==> src/rtl/wdt_consts.svh <==
/*
  Register offsets, field positions, reset values and timing counts of the
  watchdog timer.
  Assumes inclusion by bare name from the design module and the testbench.
*/
`ifndef WDT_CONSTS_SVH
`define WDT_CONSTS_SVH

// ----------------------------------------------------------------
// register offsets (byte addresses on the register bus)
// ----------------------------------------------------------------
`define WDT_OFS_CAUSE   4'h0
`define WDT_OFS_CTRL    4'h4

// ----------------------------------------------------------------
// control/status field positions
// ----------------------------------------------------------------
`define WDT_B_IF        7
`define WDT_B_IE        6
`define WDT_B_P3        5
`define WDT_B_CE        4
`define WDT_B_EN        3
`define WDT_B_P2        2
`define WDT_B_P0        0

// ----------------------------------------------------------------
// reset-cause field positions
// ----------------------------------------------------------------
`define WDT_B_WATCHDOG_CAUSE_FLAG      3
`define WDT_B_BROWNOUT_CAUSE_FLAG      2
`define WDT_B_PIN_CAUSE_FLAG     1
`define WDT_B_POWERON_CAUSE_FLAG      0

// ----------------------------------------------------------------
// reset values and timing
// ----------------------------------------------------------------
`define WDT_PSEL_RST    4'h0
`define WDT_MAX_SEL     4'h9
`define WDT_CE_HOLD     3'h4
`define WDT_OSC_KHZ     128
`define WDT_BASE_TICKS  2048

`endif

==> src/rtl/wdt_pkg.sv <==
/*
  Types shared by the watchdog timer: bus answers and reset-cause flags.
  Assumes the constants header is on the include path.
*/
package wdt_pkg;

  // ----------------------------------------------------------------
  // bus response codes
  // ----------------------------------------------------------------
  typedef enum logic [1:0] {
    RESP_OKAY   = 2'h0,
    RESP_SLVERR = 2'h2
  } axi_resp_t;

  // ----------------------------------------------------------------
  // reset-cause flags, packed in register order
  // ----------------------------------------------------------------
  typedef struct packed {
    logic wd;   // watchdog reset seen
    logic bo;   // brown-out reset seen
    logic pin;  // external pin reset seen
    logic po;   // power-on reset seen
  } cause_t;

endpackage

==> src/rtl/watchdog_timer.sv <==
/*
  Watchdog timer with reset-cause status, reached over AXI4-Lite.
  Assumes: aresetn is the power-on reset; sys_reset pulses for any later
  chip reset; restart, interrupt acknowledge and reset events come from
  logic on aclk; wdt_osc is a free running 128 kHz clock from a pin.
*/
// The register addresses and the AXI4-Lite slave port were chosen for this implementation.
// Behaviour
// - counter advances on 128 kHz oscillator edges
// - counter zeroed by restart, disable, reset
// - ten time-outs; reset-mode expiry resets chip
// - fuse picks level; level 2 starts enabled
// - level 1: writing enable one enables freely
// - level 2: always runs, enable reads one
// - level 2: prescale changes only via window
// - change-enable self-clears four cycles later
// - enable clears only inside change window
// - level 2: no write disables the watchdog
// - level 1: watchdog flag forces enable on
// - enable and irq-enable select the mode
// - both set: time-out clears irq-enable
// - irq flag sets on time-out, clears on ack
// - irq needs flag, irq-enable, global enable
// - cause flags set on cause, clear zero/POR
// - power-on flag clears only by software
// - cause bits seven to four read zero
// - prescale 2K to 1024K ticks, reserved clamp
// - reset pulse lasts one system clock
`timescale 1ns/1ps
`include "wdt_consts.svh"

module watchdog_timer
  import wdt_pkg::*;
#(
  parameter int          ADDR_W     = 4,
  parameter int          CNT_W      = 21,
  parameter int unsigned BASE_TICKS = `WDT_BASE_TICKS
) (
  // clock, reset and enable
  input  wire logic              aclk,
  input  wire logic              aresetn,
  input  wire logic              ce,
  // write address channel
  input  wire logic [ADDR_W-1:0] awaddr,
  input  wire logic              awvalid,
  output      logic              awready,
  // write data channel
  input  wire logic [31:0]       wdata,
  input  wire logic [3:0]        wstrb,
  input  wire logic              wvalid,
  output      logic              wready,
  // write response channel
  output      logic [1:0]        bresp,
  output      logic              bvalid,
  input  wire logic              bready,
  // read address channel
  input  wire logic [ADDR_W-1:0] araddr,
  input  wire logic              arvalid,
  output      logic              arready,
  // read data channel
  output      logic [31:0]       rdata,
  output      logic [1:0]        rresp,
  output      logic              rvalid,
  input  wire logic              rready,
  // core and reset controller side
  input  wire logic              safety_level_fuse,
  input  wire logic              wdt_osc,
  input  wire logic              restart_instruction,
  input  wire logic              global_irq_enable,
  input  wire logic              irq_vector_taken,
  input  wire logic              sys_reset,
  input  wire logic              brownout_event,
  input  wire logic              pin_reset_event,
  // watchdog outputs
  output      logic              wdt_irq,
  output      logic              wdt_reset
);

  // ----------------------------------------------------------------
  // state
  // ----------------------------------------------------------------
  logic              osc_s1_r, osc_s2_r, osc_s3_r; // oscillator sync
  logic [CNT_W-1:0]  cnt_r;        // oscillator ticks since restart
  logic              level2_r;     // latched safety level fuse
  logic              wde_r;        // stored enable bit
  logic              timeout_irq_enable_r;       // time-out irq enable
  logic              timeout_irq_flag_r;       // time-out irq flag
  logic              change_enable_bit_r;       // change enable bit
  logic              arm_r;        // window opened by a proper first write
  logic [2:0]        ce_cnt_r;     // cycles left for change enable
  logic [3:0]        psel_r;       // prescale select as written
  cause_t            cause_r;      // reset-cause flags
  logic              irq_r;        // registered interrupt request
  logic              rst_r;        // registered reset pulse
  logic [ADDR_W-1:0] awaddr_r;     // captured write address
  logic [7:0]        wdat_r;       // captured low write byte
  logic              wstb_r;       // low byte lane strobe
  logic              aw_have_r, w_have_r;
  logic              awready_r, wready_r, bvalid_r, arready_r, rvalid_r;
  logic [1:0]        bresp_r, rresp_r;
  logic [31:0]       rdata_r;

  // ----------------------------------------------------------------
  // oscillator edge detect
  // ----------------------------------------------------------------
  // the first stage feeds only the second; the edge is taken on stage two
  wire tick = osc_s2_r & ~osc_s3_r;

  // ----------------------------------------------------------------
  // mode and time-out decode
  // ----------------------------------------------------------------
  // level 1 lets the watchdog cause flag hold enable on so a failing
  // boot keeps resetting instead of silently running unguarded
  wire              wde_eff = level2_r | wde_r | cause_r.wd;
  wire              running = wde_eff | timeout_irq_enable_r;
  wire [3:0]        sel_eff = (psel_r > `WDT_MAX_SEL) ? `WDT_MAX_SEL
                                                      : psel_r;
  wire [CNT_W-1:0]  limit   = CNT_W'(BASE_TICKS) << sel_eff;
  wire              tmo     = tick & running & ~restart_instruction &
                              ~sys_reset & (cnt_r == limit - 1'b1);
  wire              tmo_irq = tmo & timeout_irq_enable_r;
  wire              tmo_rst = tmo & wde_eff & ~timeout_irq_enable_r;
  wire              cnt_clr = ~running | restart_instruction | sys_reset;

  // ----------------------------------------------------------------
  // bus write decode
  // ----------------------------------------------------------------
  wire wr_fire  = aw_have_r & w_have_r & ~bvalid_r;
  wire wr_ctl   = wr_fire & wstb_r & (awaddr_r == `WDT_OFS_CTRL);
  wire wr_cause = wr_fire & wstb_r & (awaddr_r == `WDT_OFS_CAUSE);
  wire wr_map   = (awaddr_r == `WDT_OFS_CTRL) |
                  (awaddr_r == `WDT_OFS_CAUSE);
  wire ce_last  = (ce_cnt_r == 3'h1);
  // second write of the timed sequence: window open, change bit low
  wire arm_ok   = wr_ctl & change_enable_bit_r & arm_r & ~wdat_r[`WDT_B_CE];
  wire [3:0] psel_wr = {wdat_r[`WDT_B_P3], wdat_r[`WDT_B_P2:`WDT_B_P0]};

  // ----------------------------------------------------------------
  // control next values
  // ----------------------------------------------------------------
  // enable may drop only in the window and with the cause flag clear;
  // at level 2 the stored bit is never used
  wire wde_nxt  = (~wr_ctl | level2_r) ? wde_r :
                  wdat_r[`WDT_B_EN] ? 1'b1 :
                  (arm_ok & ~cause_r.wd) ? 1'b0 :
                  wde_r;
  // level 1 takes prescale freely, level 2 only in the window
  wire psel_we  = wr_ctl & (~level2_r | arm_ok);
  wire change_enable_bit_nxt = wr_ctl ? wdat_r[`WDT_B_CE] :
                  (ce_last ? 1'b0 : change_enable_bit_r);
  wire arm_nxt  = wr_ctl ? (wdat_r[`WDT_B_CE] & wdat_r[`WDT_B_EN]) :
                  (ce_last ? 1'b0 : arm_r);
  wire [2:0] ce_cnt_nxt = (wr_ctl & wdat_r[`WDT_B_CE]) ? `WDT_CE_HOLD :
                  (ce_cnt_r != 3'h0) ? ce_cnt_r - 3'h1 : 3'h0;
  // software writing irq-enable overrides the same-cycle auto clear
  wire timeout_irq_enable_nxt = wr_ctl ? wdat_r[`WDT_B_IE] :
                  (tmo & wde_eff) ? 1'b0 : timeout_irq_enable_r;
  // a new time-out wins over a clear in the same cycle
  wire timeout_irq_flag_clr = (wr_ctl & wdat_r[`WDT_B_IF]) | irq_vector_taken;
  wire timeout_irq_flag_nxt = tmo_irq | (timeout_irq_flag_r & ~timeout_irq_flag_clr);

  // ----------------------------------------------------------------
  // reset-cause next values: set wins over software zero
  // ----------------------------------------------------------------
  wire    clr_ok = ~wr_cause;
  cause_t cause_nxt;
  assign cause_nxt.wd  = tmo_rst | (cause_r.wd &
                         (clr_ok | wdat_r[`WDT_B_WATCHDOG_CAUSE_FLAG]));
  assign cause_nxt.bo  = brownout_event | (cause_r.bo &
                         (clr_ok | wdat_r[`WDT_B_BROWNOUT_CAUSE_FLAG]));
  assign cause_nxt.pin = pin_reset_event | (cause_r.pin &
                         (clr_ok | wdat_r[`WDT_B_PIN_CAUSE_FLAG]));
  assign cause_nxt.po  = cause_r.po &
                         (clr_ok | wdat_r[`WDT_B_POWERON_CAUSE_FLAG]);

  // ----------------------------------------------------------------
  // read mux: reserved bits read zero
  // ----------------------------------------------------------------
  wire [7:0] ctl_view   = {timeout_irq_flag_r, timeout_irq_enable_r, psel_r[3], change_enable_bit_r,
                           wde_eff, psel_r[2:0]};
  wire [7:0] cause_view = {4'h0, cause_r};
  wire       rd_ctl     = (araddr == `WDT_OFS_CTRL);
  wire       rd_cause   = (araddr == `WDT_OFS_CAUSE);
  wire [31:0] rd_mux    = rd_ctl   ? {24'h0, ctl_view} :
                          rd_cause ? {24'h0, cause_view} : 32'h0;

  // ----------------------------------------------------------------
  // oscillator synchroniser and tick counter
  // ----------------------------------------------------------------
  // the oscillator is slow against aclk, so edges are counted as enables
  // rather than clocking logic directly; no signal lives in two domains
  always_ff @(posedge aclk) begin
    if (!aresetn) begin
      osc_s1_r <= 1'b0;
      osc_s2_r <= 1'b0;
      osc_s3_r <= 1'b0;
      cnt_r    <= '0;
    end else if (ce) begin
      osc_s1_r <= wdt_osc;
      osc_s2_r <= osc_s1_r;
      osc_s3_r <= osc_s2_r;
      if (cnt_clr || tmo) begin
        cnt_r <= '0;
      end else if (tick) begin
        cnt_r <= cnt_r + 1'b1;
      end
    end
  end

  // ----------------------------------------------------------------
  // control register and outputs
  // ----------------------------------------------------------------
  // the fuse is caught while reset is held, never by an async path
  always_ff @(posedge aclk) begin
    if (!aresetn || (ce && sys_reset)) begin
      level2_r <= safety_level_fuse;
      wde_r    <= 1'b0;
      timeout_irq_enable_r   <= 1'b0;
      timeout_irq_flag_r   <= 1'b0;
      change_enable_bit_r   <= 1'b0;
      arm_r    <= 1'b0;
      ce_cnt_r <= 3'h0;
      psel_r   <= `WDT_PSEL_RST;
      irq_r    <= 1'b0;
      rst_r    <= 1'b0;
    end else if (ce) begin
      wde_r    <= wde_nxt;
      timeout_irq_enable_r   <= timeout_irq_enable_nxt;
      timeout_irq_flag_r   <= timeout_irq_flag_nxt;
      change_enable_bit_r   <= change_enable_bit_nxt;
      arm_r    <= arm_nxt;
      ce_cnt_r <= ce_cnt_nxt;
      if (psel_we) begin
        psel_r <= psel_wr;
      end
      irq_r    <= timeout_irq_flag_r & timeout_irq_enable_r & global_irq_enable;
      rst_r    <= tmo_rst;
    end
  end

  // ----------------------------------------------------------------
  // reset-cause flags survive chip resets; only power-on reset or a software zero clears them
  // ----------------------------------------------------------------
  always_ff @(posedge aclk) begin
    if (!aresetn) begin
      cause_r <= '{wd: 1'b0, bo: 1'b0, pin: 1'b0, po: 1'b1};
    end else if (ce) begin
      cause_r <= cause_nxt;
    end
  end

  // ----------------------------------------------------------------
  // AXI4-Lite write side: address and data taken in either order
  // ----------------------------------------------------------------
  always_ff @(posedge aclk) begin
    if (!aresetn) begin
      aw_have_r <= 1'b0;
      w_have_r  <= 1'b0;
      awready_r <= 1'b1;
      wready_r  <= 1'b1;
      bvalid_r  <= 1'b0;
      bresp_r   <= RESP_OKAY;
      awaddr_r  <= '0;
      wdat_r    <= 8'h00;
      wstb_r    <= 1'b0;
    end else if (ce) begin
      if (awvalid && awready_r) begin
        awaddr_r  <= awaddr;
        aw_have_r <= 1'b1;
        awready_r <= 1'b0;
      end
      if (wvalid && wready_r) begin
        wdat_r   <= wdata[7:0];
        wstb_r   <= wstrb[0];
        w_have_r <= 1'b1;
        wready_r <= 1'b0;
      end
      if (wr_fire) begin
        aw_have_r <= 1'b0;
        w_have_r  <= 1'b0;
        bvalid_r  <= 1'b1;
        bresp_r   <= wr_map ? RESP_OKAY : RESP_SLVERR;
      end
      // accept the next write only once the response has gone
      if (bvalid_r && bready) begin
        bvalid_r  <= 1'b0;
        awready_r <= 1'b1;
        wready_r  <= 1'b1;
      end
    end
  end

  // ----------------------------------------------------------------
  // AXI4-Lite read side: one read in flight
  // ----------------------------------------------------------------
  always_ff @(posedge aclk) begin
    if (!aresetn) begin
      arready_r <= 1'b1;
      rvalid_r  <= 1'b0;
      rdata_r   <= 32'h0;
      rresp_r   <= RESP_OKAY;
    end else if (ce) begin
      if (arvalid && arready_r) begin
        rdata_r   <= rd_mux;
        rresp_r   <= (rd_ctl | rd_cause) ? RESP_OKAY : RESP_SLVERR;
        rvalid_r  <= 1'b1;
        arready_r <= 1'b0;
      end else if (rvalid_r && rready) begin
        rvalid_r  <= 1'b0;
        arready_r <= 1'b1;
      end
    end
  end

  // ----------------------------------------------------------------
  // output wiring: every output is a flip-flop
  // ----------------------------------------------------------------
  assign awready   = awready_r;
  assign wready    = wready_r;
  assign bvalid    = bvalid_r;
  assign bresp     = bresp_r;
  assign arready   = arready_r;
  assign rvalid    = rvalid_r;
  assign rdata     = rdata_r;
  assign rresp     = rresp_r;
  assign wdt_irq   = irq_r;
  assign wdt_reset = rst_r;
endmodule // watchdog_timer

==> config.mk <==
export PLATFORM = sky130hd
export DESIGN_NAME = watchdog_timer
export DESIGN_NICKNAME = d
export VERILOG_FILES = /design/src/rtl/wdt_pkg.sv /design/src/rtl/watchdog_timer.sv
export VERILOG_INCLUDE_DIRS = /design/src /design/src/rtl
export SDC_FILE = /design/constraint.sdc
export NUM_CORES = 1
export LEC_CHECK = 0
export ABC_AREA = 1
export BUFFER_PORTS_ARGS = -buffer_cell sky130_fd_sc_hd__buf_2
export CORE_UTILIZATION = 57
export DETAILED_ROUTE_END_ITERATION = 8
export PLACE_DENSITY = 0.85
export SYNTH_ARGS = -nofsm -noshare
export SYNTH_HDL_FRONTEND = slang
export SYNTH_SLANG_ARGS = --single-unit
==> constraint.sdc <==
create_clock -name aclk -period 4.9 [get_ports aclk]
set_input_delay 0.245 -clock aclk [delete_from_list [all_inputs] [get_ports aclk]]
set_output_delay 0.245 -clock aclk [all_outputs]
set_load 0.02 [all_outputs]
==> impl_metrics.yaml <==
floorplanning:
  io_pins: 103
  fp.dieW_um: 85.9
  dieHeight_um: 85.9
  fp.coreArea_um2: 6790
  die-area_um2: 7370
  initial_core_util_pct: 59.0
  std_cell_rows: 30
sta:
  period_needed_ns: 2.35
  maxSlewHeadroom_pct: 63.2
  fin_skew_ns: 0.0148
  rsz0062_at_grt: "no"
  fmaxAchievable_mhz: 425
  setup_viol: 0
  slew_violations: 0
  layout_setup_ws_ns: 2.55
  tightest_slew_ns: 0.549
  fin_tns_setup_ns: 0
  period_share_pct: 48.0
  finalHoldViolCount: 0
synth:
  netlist.area_leader.share_pct: 36.0
  ys_ff_latch: 73
  yosys.cell_types.count: 31
  ys_seq_area_share_pct: 36.7
  yosysWarningCount: 0
  synthesis.area_um2: 4010
  yosysTopAreaCell: "dfxtp_1"
  async_flop_share_pct: 0
  syn_avg_cell_area_um2: 6.66
  synthTopCellsByArea: "dfxtp_1 36%, nand2_1 12%, inv_1 8.1%"
  synth_edf_count: 1
  netlist_instances: 602
  ys_dominant_reg_cell: "dfxtp_1"
cts:
  clock_sinks: 73
  cts.htree.levels: 3
  ctsResizeCount: 0
  cts_buffers: 9
  clock_path_buffers: 2
  cts_root_buf: "clkbuf_8"
  postCtsSetupBuffers: 0
  clkLatencyLatePin_ns: 0.36
  cts_tree: "done"
  postCtsHoldBufs: 0
  clk_pin_slew_worst_paths_ns: 0.08
min_path:
  hold_class: "in2reg"
pwr:
  p_comb_share_pct: 8.9
  internal_power_w: 0.000959
  p_clk_share_pct: 42.8
  powerDensity_nw_per_um2: 291
  power.total_w: 0.00129
  p_sw_w: 0.000331
  sw_frac_of_total_pct: 25.6
  p_leak_nw: 2.05
  pwr-share-seq_pct: 48.2
  max-vdd-ir-drop_uv: 243
global_route:
  grt_pass1_vias: 3586
  globalRoute.totalOverflow: 0
  grt_max_degree: 32
  grt_pass1_wl_um: 15800
  track_usage_pct: 27.1
  grt_antenna_before_repair: 0
critical_path:
  path_buf_inv: 2
  critPathMaxStageDelay_ns: 0.37
  crit_fanout: 14
  crit_type: "reg2reg"
  crit_chain: "inv_2 -> nand4_1 -> ha_1 -> inv_1 -> nand2_1 -> nand2_1 -> nor2_1 -> nand3_1 -> nor2_1 -> nand3_1 -> nor2_2 -> nand2_2 -> nand4_1 -> a21oi_1"
  path_delay_family: "simple AND/OR/NAND/NOR gates"
  critPathLaunchType: "flip-flop"
  cp-end-kind: "flip-flop"
  cp.arrival_ns: 2.57
  required_ns: 5.12
  slowest_stage: "dfxtp_1"
detailed_routing:
  drtPass1Iterations: 5
  wl_met1_um: 4080
  routed-via-count: 3879
  totalWireLength_um: 9280
  drc_errors: 0
  wl_per_cell_um: 12.5
  drtAntennaViolNets: 0
  drt-vias-per-instance: 5.21
  drt_iter0_drc: 231
  wl_met2_um: 4460
  highest_layer: "met4"
  wl_met3_um: 466
placed_design:
  hpwl_um: 6700
  dp_cells: 730
  routabilityCongestion: 0.884
  port_buffers: 49
  post-place-ws_ns: 2.58
final_layout:
  multi_input_area_um2: 2000
  diodes: 0
  num-fill-cells: 604
  final_util_pct: 65.2
  area_growth_pct: 10.5
  final_cells: 745
  layout-drive-gt1-share_pct: 12.0
  nets: 709
  register_area_um2: 1470
status:
  status: "finished clean"
flow_run:
  maxCapViolations: 0
## synthesized netlist by cell type, types with 5 or more instances
library cell and instances:
nand3_1 47, dfxtp_1 72, buf_4 26, o21ai_0 23, clkbuf_1 9, nor2_1 57
nand2_1 130, a21oi_1 56, nand4_1 24, buf_2 6, inv_1 87, nand2_2 5
xor2_1 13, nor3_1 10
## layout by cell type, fill, tap and decap left out, types with 2 or more instances in the layout
cell type,netlist,layout
o31ai_1,3,3
nand2_1,130,130
inv_1,87,87
clkinv_1,3,3
a21oi_1,56,56
o221ai_1,3,3
inv_2,4,4
nand3b_1,2,2
nor3_1,10,10
nand4_1,24,24
nand3_1,47,47
o21ai_0,23,23
xnor2_1,4,4
clkbuf_8,0,9
conb_1,1,26
bufinv_16,0,2
buf_2,6,49
o211ai_1,2,2
nand2_2,5,5
nor2_2,3,3
ha_1,4,4
xor2_1,13,13
nor2_1,57,57
dfxtp_1,72,72
## cell families after synthesis
group / count (synthesis) / synth area share, %
DFF: 73 / 36.7
buffers and inverters: 137 / 15.8
and+or+nand+nor: 278 / 30.0
xor gates and xnor gates: 17 / 3.72
other: 1 / 0.0936
adders and majority gates: 4 / 1.25
AOI/OAI and AO/OA: 92 / 12.4
## state kept, by name, indices dropped and copies added, names as in the netlist, 3 cells and up
register and cells:
ce_cnt_r 3, cnt_r 21, rdata 8, cause_r 4, psel_r 4, awaddr_r 4, wdat_r 8
## power by group through the flow
stage	clock network [W]	registers [W]	logic, W
after floorplan	0	0.000640	0.0000894
after global placement	0	0.000635	0.000110
after detailed placement	0	0.000636	0.000113
after CTS	0.000560	0.000622	0.000114
after global routing	0.000589	0.000624	0.000129
final	0.000553	0.000622	0.000115
## final cells by class
class	instances	area share (%)
Clock inverter	5	1.92
Sequential cell	73	33.2
Timing Repair Buffer	50	5.71
Inverter	94	7.97
Multi-Input combinational cell	417	45.1
Tap cell	96	2.71
Clock buffer	10	3.36
## through the flow
stage | cell area [um^2] | hold slack [ns]
2_1_floorplan | 4100 | 0.344
3_3_place_gp | 4190 | 0.424
3_5_place_dp | 4190 | 0.426
4_1_cts | 4430 | 0.0611
5_1_grt | 4430 | 0.0545
6_report | 4430 | 0.0673
## per-layer routing
layer,track usage (%),up-vias
li1,-,1965
met1,32.2,1759
met2,46.1,129
met3,5.58,26
met4,14.1,0
met5,0,-
## path summary, 6_finish.rpt
check	startpoint	endpoint	slack (ns)	depth (start not counted)
worst max-delay path	psel_r[3]	cnt_r[0]	2.55	14
worst min-delay path	safety_level_fuse	level2_r	0.07	1
worst max register to register	psel_r[3]	cnt_r[0]	2.55	14
worst min register to register	bresp[1]	bresp[1]	0.45	2
No activity file was read; power rests on OpenSTA's default activity.
